[config.mk]
export PLATFORM = sky130hd
export DESIGN_NAME = cise_core
export DESIGN_NICKNAME = d
export VERILOG_FILES = /design/src/hw/cise_pkg.sv /design/src/hw/cise_core.sv /design/src/hw/cise_alu.sv
export SDC_FILE = /design/constraint.sdc
export NUM_CORES = 2
export LEC_CHECK = 0
export ABC_CLOCK_PERIOD_IN_PS = 6800
export BUFFER_PORTS_ARGS = -buffer_cell sky130_fd_sc_hd__buf_4
export CAP_MARGIN = 10
export CORE_UTILIZATION = 25
export DETAILED_ROUTE_END_ITERATION = 12
export PLACE_DENSITY = 0.5
export SKIP_LAST_GASP = 1
export SYNTH_ARGS = -nofsm -noshare
export SYNTH_HDL_FRONTEND = slang
export SYNTH_HIERARCHICAL = 1
export SYNTH_SLANG_ARGS = --single-unit
[constraint.sdc]
create_clock -name sys_clk -period 6.8 [get_ports sys_clk]
set_clock_uncertainty 0.05 [all_clocks]
set_input_delay 1.36 -clock sys_clk [delete_from_list [all_inputs] [get_ports sys_clk]]
set_output_delay 1.36 -clock sys_clk [all_outputs]
set_load 0.03 [all_outputs]
[src/hw/cise_pkg.sv]
// constants shared by the instruction subset executor
// assumes a 13-bit program counter and 8-bit data registers
package cise_pkg;
    localparam int DATA_W = 8;
    localparam int ADDR_W = 7;
    localparam int PC_W = 13;
    localparam int LIT_W = 11;
    localparam int BSEL_W = 3;
    localparam logic [PC_W-1:0] IRQ_VECTOR = 13'h0004;
    localparam logic [PC_W-1:0] PC_RESET = 13'h0000;
    localparam logic [DATA_W-1:0] ZERO_BYTE = 8'h00;
    localparam logic [DATA_W-1:0] ONE_BYTE = 8'h01;
    localparam int LATCH_PAGE_LO = 3;
    localparam int LATCH_PAGE_HI = 4;
    localparam int STACK_DEPTH = 8;
    localparam int STACK_PTR_W = 3;

    typedef enum logic [2:0] {
        OP_NOP,
        OP_BIT_TEST_SKIP_SET,
        OP_WATCHDOG_KICK,
        OP_SUBROUTINE_JUMP,
        OP_COMPLEMENT_REG,
        OP_CLEAR_REG,
        OP_CLEAR_ACCUMULATOR,
        OP_DECREMENT_REG
    } cise_op_t;
endpackage

[src/hw/cise_core.sv]
// subset executor: register file, accumulator, pc, stack, flags
// assumes one instruction offered per free cycle on same clock;
// wake request comes from logic on sys_clk so no synchroniser
`timescale 1ns/1ns
// Functional notes
// - bit test skip set: bit one discards next instruction, two cycles.
// - watchdog kick clears counter and prescaler, sets both flags.
// - subroutine jump pushes next address, loads 11-bit literal into pc.
// - pc bits 12 and 11 come from latch bits 4 and 3.
// - subroutine jump takes two cycles; jump and bit test touch no flags.
// - complement inverts register; destination bit picks accumulator or register.
// - clear register writes zero and sets the zero flag.
// - clear accumulator writes zero and sets the zero flag only.
// - decrement subtracts one; destination bit picks accumulator or register.
// - wake by interrupt with global enable loads the interrupt vector.
module cise_core #(
    parameter int WDT_W = 8,
    parameter int PRESC_W = 8,
    parameter int REG_COUNT = 128
) (
    // clock and reset
    input wire logic sys_clk,
    input wire logic rstn,
    // instruction issue
    input wire logic instValid,
    input wire cise_pkg::cise_op_t instOp,
    input wire logic [6:0] instAddr,
    input wire logic [2:0] instBit,
    input wire logic instDest,
    input wire logic [10:0] instLiteral,
    // software register writes from outside
    input wire logic latchWrite,
    input wire logic [7:0] latchData,
    input wire logic globalIrqAllowIn,
    // sleep and wake
    input wire logic sleepEnter,
    input wire logic wakeIrq,
    // execution state
    output logic instReady,
    output logic [12:0] progCounter,
    output logic [7:0] accumulator,
    // status flags
    output logic resultNullFlag,
    output logic timeoutFlag,
    output logic powerdownFlag,
    // watchdog
    output logic [WDT_W-1:0] watchdogCount,
    output logic [PRESC_W-1:0] watchdogPrescale,
    // return stack
    output logic [2:0] stackDepth,
    output logic [12:0] stackTop,
    // sleep and skip
    output logic asleep,
    output logic skipPending,
    // software registers as seen by the core
    output logic [7:0] upperPcLatch,
    output logic globalIrqAllow
);
    typedef enum logic [1:0] {
        ST_RUN,
        ST_SECOND,
        ST_SLEEP
    } cise_state_t;

    typedef struct packed {
        cise_state_t state;
        logic [12:0] pc;
        logic [7:0] acc;
        logic zero;
        logic timeout;
        logic powerdown;
        logic [WDT_W-1:0] wdt;
        logic [PRESC_W-1:0] presc;
        logic [2:0] sp;
        logic [cise_pkg::STACK_DEPTH-1:0][12:0] stack;
        logic [REG_COUNT-1:0][7:0] regs;
        logic [7:0] latch;
        logic irqAllow;
        logic skip;
        // decoded copies kept in flops so no output comes from gates
        logic ready;
        logic sleeping;
        logic [12:0] top;
    } cise_core_t;

    cise_core_t cur;
    cise_core_t next_cur;
    logic [7:0] operand;
    logic [7:0] aluResult;
    logic aluZero;
    logic [12:0] pcPlusOne;

    assign operand = cur.regs[instAddr];
    assign pcPlusOne = cur.pc + 13'h0001;

    cise_alu cise_alu_i (
        .op(instOp),
        .operand(operand),
        .result(aluResult),
        .resultZero(aluZero)
    );

    // issue decode shared by the per-entry write logic below
    logic taken;
    logic resultToReg;
    logic regWrite;
    logic [7:0] regWriteData;
    logic pushEnable;
    logic [7:0] bitHit;
    logic testedBit;
    logic [WDT_W+PRESC_W-1:0] wdtChain;
    logic [REG_COUNT-1:0][7:0] regNext;
    logic [cise_pkg::STACK_DEPTH-1:0][12:0] stackNext;

    // sleep request wins over a valid instruction in the same cycle
    assign taken = cur.ready && instValid && !sleepEnter;
    assign resultToReg = instDest
        && (instOp == cise_pkg::OP_COMPLEMENT_REG
        || instOp == cise_pkg::OP_DECREMENT_REG);
    assign regWrite = taken
        && (resultToReg || instOp == cise_pkg::OP_CLEAR_REG);
    assign regWriteData = (instOp == cise_pkg::OP_CLEAR_REG)
        ? cise_pkg::ZERO_BYTE : aluResult;
    assign pushEnable = taken
        && instOp == cise_pkg::OP_SUBROUTINE_JUMP;

    // watchdog and prescaler count as one chain
    assign wdtChain = {cur.wdt, cur.presc}
        + {{(WDT_W+PRESC_W-1){1'b0}}, 1'b1};

    // one-hot bit select keeps the skip test a plain and-or tree
    for (genvar b = 0; b < 8; b++) begin : g_bit
        assign bitHit[b] = operand[b] && (instBit == 3'(b));
    end
    assign testedBit = |bitHit;

    // register file: an entry changes only when addressed
    for (genvar i = 0; i < REG_COUNT; i++) begin : g_reg
        assign regNext[i] = (regWrite && instAddr == 7'(i))
            ? regWriteData : cur.regs[i];
    end

    // return stack: the slot under the pointer takes the return address;
    // a full stack wraps and the oldest return is lost
    for (genvar s = 0; s < cise_pkg::STACK_DEPTH; s++) begin : g_stack
        assign stackNext[s] = (pushEnable && cur.sp == 3'(s))
            ? pcPlusOne : cur.stack[s];
    end

    always_comb begin
        next_cur = cur;
        if (latchWrite) begin
            next_cur.latch = latchData;
        end
        next_cur.irqAllow = globalIrqAllowIn;
        // free-running watchdog; kick below takes priority
        {next_cur.wdt, next_cur.presc} = wdtChain;
        next_cur.regs = regNext;
        next_cur.stack = stackNext;
        case (cur.state)
            ST_RUN: begin
                if (sleepEnter) begin
                    next_cur.state = ST_SLEEP;
                    next_cur.powerdown = 1'b0;
                end else if (instValid) begin
                    next_cur.pc = pcPlusOne;
                    case (instOp)
                        cise_pkg::OP_BIT_TEST_SKIP_SET: begin
                            if (testedBit) begin
                                next_cur.state = ST_SECOND;
                                next_cur.skip = 1'b1;
                            end
                        end
                        cise_pkg::OP_WATCHDOG_KICK: begin
                            next_cur.wdt = '0;
                            next_cur.presc = '0;
                            next_cur.timeout = 1'b1;
                            next_cur.powerdown = 1'b1;
                        end
                        cise_pkg::OP_SUBROUTINE_JUMP: begin
                            next_cur.sp = cur.sp + 3'h1;
                            next_cur.pc = {cur.latch[
                                cise_pkg::LATCH_PAGE_HI:
                                cise_pkg::LATCH_PAGE_LO],
                                instLiteral};
                            next_cur.state = ST_SECOND;
                        end
                        cise_pkg::OP_COMPLEMENT_REG,
                        cise_pkg::OP_DECREMENT_REG: begin
                            // register copy is written by the entry loop
                            if (!instDest) begin
                                next_cur.acc = aluResult;
                            end
                            next_cur.zero = aluZero;
                        end
                        cise_pkg::OP_CLEAR_REG: begin
                            next_cur.zero = 1'b1;
                        end
                        cise_pkg::OP_CLEAR_ACCUMULATOR: begin
                            next_cur.acc = cise_pkg::ZERO_BYTE;
                            next_cur.zero = 1'b1;
                        end
                        default: begin
                        end
                    endcase
                end
            end
            ST_SECOND: begin
                // discarded slot: executes as a no-operation
                next_cur.state = ST_RUN;
                if (cur.skip) begin
                    next_cur.pc = pcPlusOne;
                end
                next_cur.skip = 1'b0;
            end
            ST_SLEEP: begin
                if (wakeIrq) begin
                    next_cur.state = ST_RUN;
                    if (cur.irqAllow) begin
                        next_cur.pc = cise_pkg::IRQ_VECTOR;
                    end
                end
            end
            default: next_cur.state = ST_RUN;
        endcase
        // decoded outputs follow the next state into their own flops
        next_cur.ready = (next_cur.state == ST_RUN);
        next_cur.sleeping = (next_cur.state == ST_SLEEP);
        next_cur.top = next_cur.stack[next_cur.sp - 3'h1];
    end

    always_ff @(posedge sys_clk or negedge rstn) begin
        if (!rstn) begin
            cur <= '0;
            cur.state <= ST_RUN;
            cur.pc <= cise_pkg::PC_RESET;
            cur.timeout <= 1'b1;
            cur.powerdown <= 1'b1;
            cur.ready <= 1'b1;
        end else begin
            cur <= next_cur;
        end
    end

    // outputs are register slices of the state
    assign instReady = cur.ready;
    assign progCounter = cur.pc;
    assign accumulator = cur.acc;
    assign resultNullFlag = cur.zero;
    assign timeoutFlag = cur.timeout;
    assign powerdownFlag = cur.powerdown;
    assign watchdogCount = cur.wdt;
    assign watchdogPrescale = cur.presc;
    assign stackDepth = cur.sp;
    assign stackTop = cur.top;
    assign asleep = cur.sleeping;
    assign skipPending = cur.skip;
    assign upperPcLatch = cur.latch;
    assign globalIrqAllow = cur.irqAllow;
endmodule

[src/hw/cise_alu.sv]
// combinational result unit for complement and decrement
// assumes operands already fetched from the register file
`timescale 1ns/1ns
module cise_alu (
    // operation and operand
    input wire cise_pkg::cise_op_t op,
    input wire logic [7:0] operand,
    // result
    output logic [7:0] result,
    output logic resultZero
);
    always_comb begin
        case (op)
            cise_pkg::OP_COMPLEMENT_REG: result = ~operand;
            cise_pkg::OP_DECREMENT_REG:
                result = operand - cise_pkg::ONE_BYTE;
            default: result = cise_pkg::ZERO_BYTE;
        endcase
        resultZero = (result == cise_pkg::ZERO_BYTE);
    end
endmodule

== Word level (Yosys, flattened, before mapping) ==
Cells that the tools add are included.
Word-level totals
  register bits: 1197
  latch bits: 0
  RAM bits: 0
  bits in read-only memories: 0
  input bits: 40
  output and inout port bits: 68
  word-level logic and storage cells: 528
  memories kept: 0
Cells by class
  add/sub/neg operators: 5
  $mul: 0
  div/mod/pow operators: 0
  magnitude comparators: 2
  eq/ne operators: 159
  shift-type cells: 0
  muxes and demuxes: 38
  bitwise logic cells: 2
  reductions and logical operators: 172
Operators with widths (number)
  equality test 7 bit (second input constant): 64
  equality test 7 x 6 -> 1 bit (second input constant): 32
  two-way mux 13 bit: 12
  logical AND 1 bit: 149
  equality test 7 x 5 -> 1 bit (second input constant): 16
  binary-select mux 8 bit (select 7 bit): 1
  equality test 7 x 4 -> 1 bit (second input constant): 8
  two-way mux 45 bit: 1
  binary-select mux 13 bit (select 3 bit): 1
  one-hot mux 13 bit (3 select lines): 1
  two-way mux 19 bit: 2
  equality test 3 bit (second input constant): 12
  one-hot mux 8 bit (2 select lines): 2
  equality test 7 x 3 -> 1 bit (second input constant): 4
  two-way mux 8 bit: 3
  two-way mux 23 bit: 1
  equality test 3 x 2 -> 1 bit (second input constant): 6
  two-way mux 17 bit: 1
  adder 16 x 1 -> 16 bit (second input constant): 1
  two-way mux 15 bit: 1
  equality test 7 x 2 -> 1 bit (second input constant): 2
  != test 2 bit (second input constant): 7
  adder 13 x 1 -> 13 bit (second input constant): 1
  AND reduction 5 bit: 2
  other kinds (30): 48

== Depth between registers and ports, before layout ==
  depth after elaboration: 12
  depth in mapped cells: 22
  mapped depth without buffers: 15

== Cells and area by module ==
The synthesis kept the hierarchy.
Modules (own cells, without submodules)
  cise_core: times used 1, cells each 5016, area each 53167.2 um^2, sequential area each 29956.2 um^2
  cise_alu: times used 1, cells each 48, area each 312.8 um^2, sequential area each 0.0 um^2

== Worst setup path after synthesis ==
Ideal clock, no wire load.
  path kind: input -> register
  start: input port instAddr[1]
  end: register cur[1007] (netlist name)
  library setup time: 0.083 ns
  data arrival time: 5.035 ns
  data required time: 6.667 ns
  slack: 1.632 ns
  stages: 17
  buffers on the path: 5
  cell sequence: buf_6 -> buf_6 -> buf_2 -> mux4_2 -> mux4_2 -> o311ai_1 -> a21oi_1 -> inv_1 -> ha_1 -> or3b_4 -> or4_1 -> a21oi_1 -> o21a_1 -> nand2_1 -> clkbuf_1 -> clkbuf_1 -> o21ai_0
Between the ends
  longest elaborated chain between the ends: 5
  elaborated cells between the ends (all ways): 8
  classes of those cells: 1 x add/sub; 1 x eq/ne; 4 x mux; 1 x bitwise; 1 x reduce/logical
Ends and longest elaborated chain
  from (decl): RTL line cise_core.sv:27  | input wire logic [6:0] instAddr,
  binary-select mux 8 bit (select 7 bit): RTL line cise_core.sv:93  | assign operand = cur.regs[instAddr];
  two-way mux 8 bit (not written as such): RTL line cise_core.sv:93
  via operand[0]: RTL line cise_core.sv:88  | logic [7:0] operand;
  subtractor 8 x 1 -> 8 bit: RTL line cise_alu.sv:16  | result = operand - cise_pkg::ONE_BYTE;
  one-hot mux 8 bit (2 select lines): RTL line cise_alu.sv:13  | case (op)
  via aluResult[6]: RTL line cise_core.sv:89  | logic [7:0] aluResult;
  two-way mux 8 bit: RTL line cise_core.sv:123  | ? cise_pkg::ZERO_BYTE : aluResult;
  to (signal assigned): RTL line cise_core.sv:241  | cur <= next_cur;
  to (decl): RTL line cise_core.sv:86  | cise_core_t cur;
The timed path passes the listed nets, and every way through them passes these cells. The select of a mux whose other input is x is not followed.
A chain may end at the register's enable or synchronous reset.

== Final worst setup path ==
  start: input port instAddr[1]
  end: register cur[503] (netlist name)
Same word-level chain as after synthesis.

==> run metrics <==
FFs w/ async S/R, synth 100.0%; Final Setup Violations 0; Cells after Synth 5064; vias in the first global route 37.48k; synthesis-to-finish area growth 15.69%; IO Pins 108; CTS H-tree lvls 4; GRT Resource Usage Total 15.65%; WS Path Type primary input to register; first-pass GRT wire length 255500 µm; drt drc 30; initial antenna violation count 4; Synth Cell Area 53480 µm²; Worst-Margin Slew 1.230 ns; critical path startpoint category primary input; TritonCTS clock tree yes; die area 215800 µm²; most common cell after layout, fill and taps aside nand2_1; DP Cell Count 7686; routability cong. 0.8327; first drt pass iteration count 10; max-slew violations 0; Core ar. 212300 µm²; Vias 37.84k; worst hold slack 0.4218 ns; Pwr Density 279.1 nW/µm²; global route overflow 0; status finished with violations; Setup WS post-layout 1.007 ns; ys flop type dfrtp_1; Clock Latency Late Sink 0.80 ns; failing checks DRC; final net count 5060; fin crit share 85.19%; Synth cell types 87; WP data required 7.43 ns; P_leak 26.40 nW; # Post-CTS Setup Buffers 0; DR iter-0 viols 3108; Avg Cell Area, Syn 10.56 µm²; Syn. warnings 6; sequential area share after synthesis 56.01%; Initial Utilization 25.19%; cts bufs inserted 139; fraction of layout cells with a size suffix above 1 15.10%; Peak Freq 172.6 MHz; R2R Setup Slk 1.93 ns; Worst Hold Class register to register; Wirelength per Cell 21.27 µm; total wire length 168600 µm; port bufs 106; number of flops mapped to enable cells by yosys 0; CTS Buffer Depth 3; Yosys reg bits 1197; CP Max Fanout 60; largest net degree at the start of global routing 169; CTS root buf clkbuf_16; Detail Route Antenna Nets 0; Die Span Y 464.5 µm; # rows 169; most frequent cells in the layout nand2_1 (1347), dfrtp_1 (1195), o21ai_0 (1155); max_slew headroom 17.72%; die width 464.5 µm; Worst VDD drop 0.2095 mV; final hold violation count 0; Setup TNS 0 ns; Final Non-Filler Cells 7930; Worst EP arrival 6.43 ns; vias per cell 4.772; cts hold-fix bufs 0; Setup Slack @ Placement 0.2503 ns; CTS sink cnt 1197; count of cells resized by post-cts repair 0; Max Cap Viol 0; Period minus WS final 5.793 ns; RSZ-0062 raised after global routing false; HPWL Detailed 111000 µm; clk slew on worst S/H paths 0.06 ns; CP Capture Type register; Post-Syn Nets 5117
layout make-up:
class | instances | area, µm²
inverters | 21 | 78.83
clock inverters | 33 | 409.1
clock buffers | 206 | 4195
flip-flops and latches | 1197 | 29960
repair buffers | 244 | 2296
well taps | 2821 | 3530
diodes | 4 | 10.01
fillers | 22050 | 150400
multi-input cells | 3404 | 21400
state kept, by name, indices dropped and copies added (netlist names), 3 cells and up:
signal            flops
cur                1130
watchdogCount         8
progCounter          13
upperPcLatch          8
watchdogPrescale      8
stackTop             13
stackDepth            3
accumulator           8
per-layer routing:
metal	routed length, µm	vias to the layer above	track usage [%]	part of all wire [%]
met2	76750	992	24.22	46
met3	10290	256	3.203	6.1
li1	-	17490	-	-
met4	4781	2	4.741	2.8
met5	7	-	0	0.0042
met1	76820	19100	21.89	46
per-stage QoR:
stage	total power, mW	cell area, µm²	util (%)
2_1_floorplan	9.036	53480	-
3_3_place_gp	9.872	57250	26.97
3_5_place_dp	9.892	57250	26.97
4_1_cts	17.49	61850	29.13
5_1_grt	17.95	61870	29.14
6_report	17.27	61870	29.14
kinds of logic after synthesis:
logic type / after synthesis / share of synthesized area [%]
buf+inv: 463 / 4.288
flops: 1197 / 56.01
fa+ha+maj: 13 / 0.3042
other cells: 1 / 0.007012
compound gates: 1363 / 13.74
simple gates: 1596 / 11.91
xor+xnor: 28 / 0.4585
mux: 403 / 13.29
report_power, final:
part           leakage [nW]  internal (mW)  total, mW  switching, mW
Combinational          7.51          0.745       2.20           1.45
Sequential             16.6           7.36       7.55          0.190
Clock                  2.26           4.43       7.52           3.10
Total                  26.4           12.5       17.3           4.74
path summary, 6_finish.rpt:
check                                          start                     to  depth (start not counted)
worst max-delay path                     instAddr[1]   cur[503]$_DFFE_PN0P_                         17
worst min-delay path            cur[527]$_DFFE_PN0P_   cur[527]$_DFFE_PN0P_                          2
worst max register to register  cur[177]$_DFFE_PN0P_   cur[503]$_DFFE_PN0P_                         13
worst min register to register  cur[527]$_DFFE_PN0P_   cur[527]$_DFFE_PN0P_                          2
max in group asynchronous                       rstn       asleep$_DFF_PN0_                          2
min in group asynchronous                       rstn  cur[1029]$_DFFE_PN0P_                          1
Yosys cell counts, types with 4 or more instances:
cell type  instances  share of area (%)
o22ai_1           17               0.20
buf_2             27               0.25
nand3_1           34               0.32
nand2b_1          12               0.14
mux4_2           219                9.2
ha_1              13               0.30
buf_4             85                1.2
xor2_1            12               0.20
a21o_1             5              0.070
nand3b_1           4              0.056
nor3_1            23               0.22
a21oi_1           51               0.48
mux4_1            17               0.84
a221oi_1          12               0.20
mux2i_1          123                2.3
buf_1              5              0.035
a22o_1            12               0.20
buf_6             19               0.40
mux2_2            44               0.93
a221o_1            6               0.11
nor2_1            87               0.61
xnor2_1           16               0.26
nand4_1            9               0.11
a31oi_1            8              0.094
inv_1             19               0.13
clkbuf_1         302                2.1
nand2_1         1355                9.5
dfrtp_1         1195                 56
a22oi_1           45               0.63
and3_1            15               0.18
nor4_1             5              0.058
o21ai_0         1155                 11
and2_1             9               0.11
o2111ai_1          4              0.066
nor2b_1           21               0.25
worst max-delay path, stage by stage:
cell and delay (ns):
buf_8 0.60, buf_4 0.35, mux4_2 0.34, a22oi_1 0.50, a21oi_1 0.15, a2111oi_0 0.39, buf_4 0.20, a21oi_1 0.23
inv_1 0.18, ha_1 0.21, or3b_4 0.41, or4_1 0.40, a21oi_1 0.16, o21a_1 0.20, nand2_4 0.14, buf_12 0.25
o21ai_0 0.23
No activity file was read; power rests on OpenSTA's default activity.
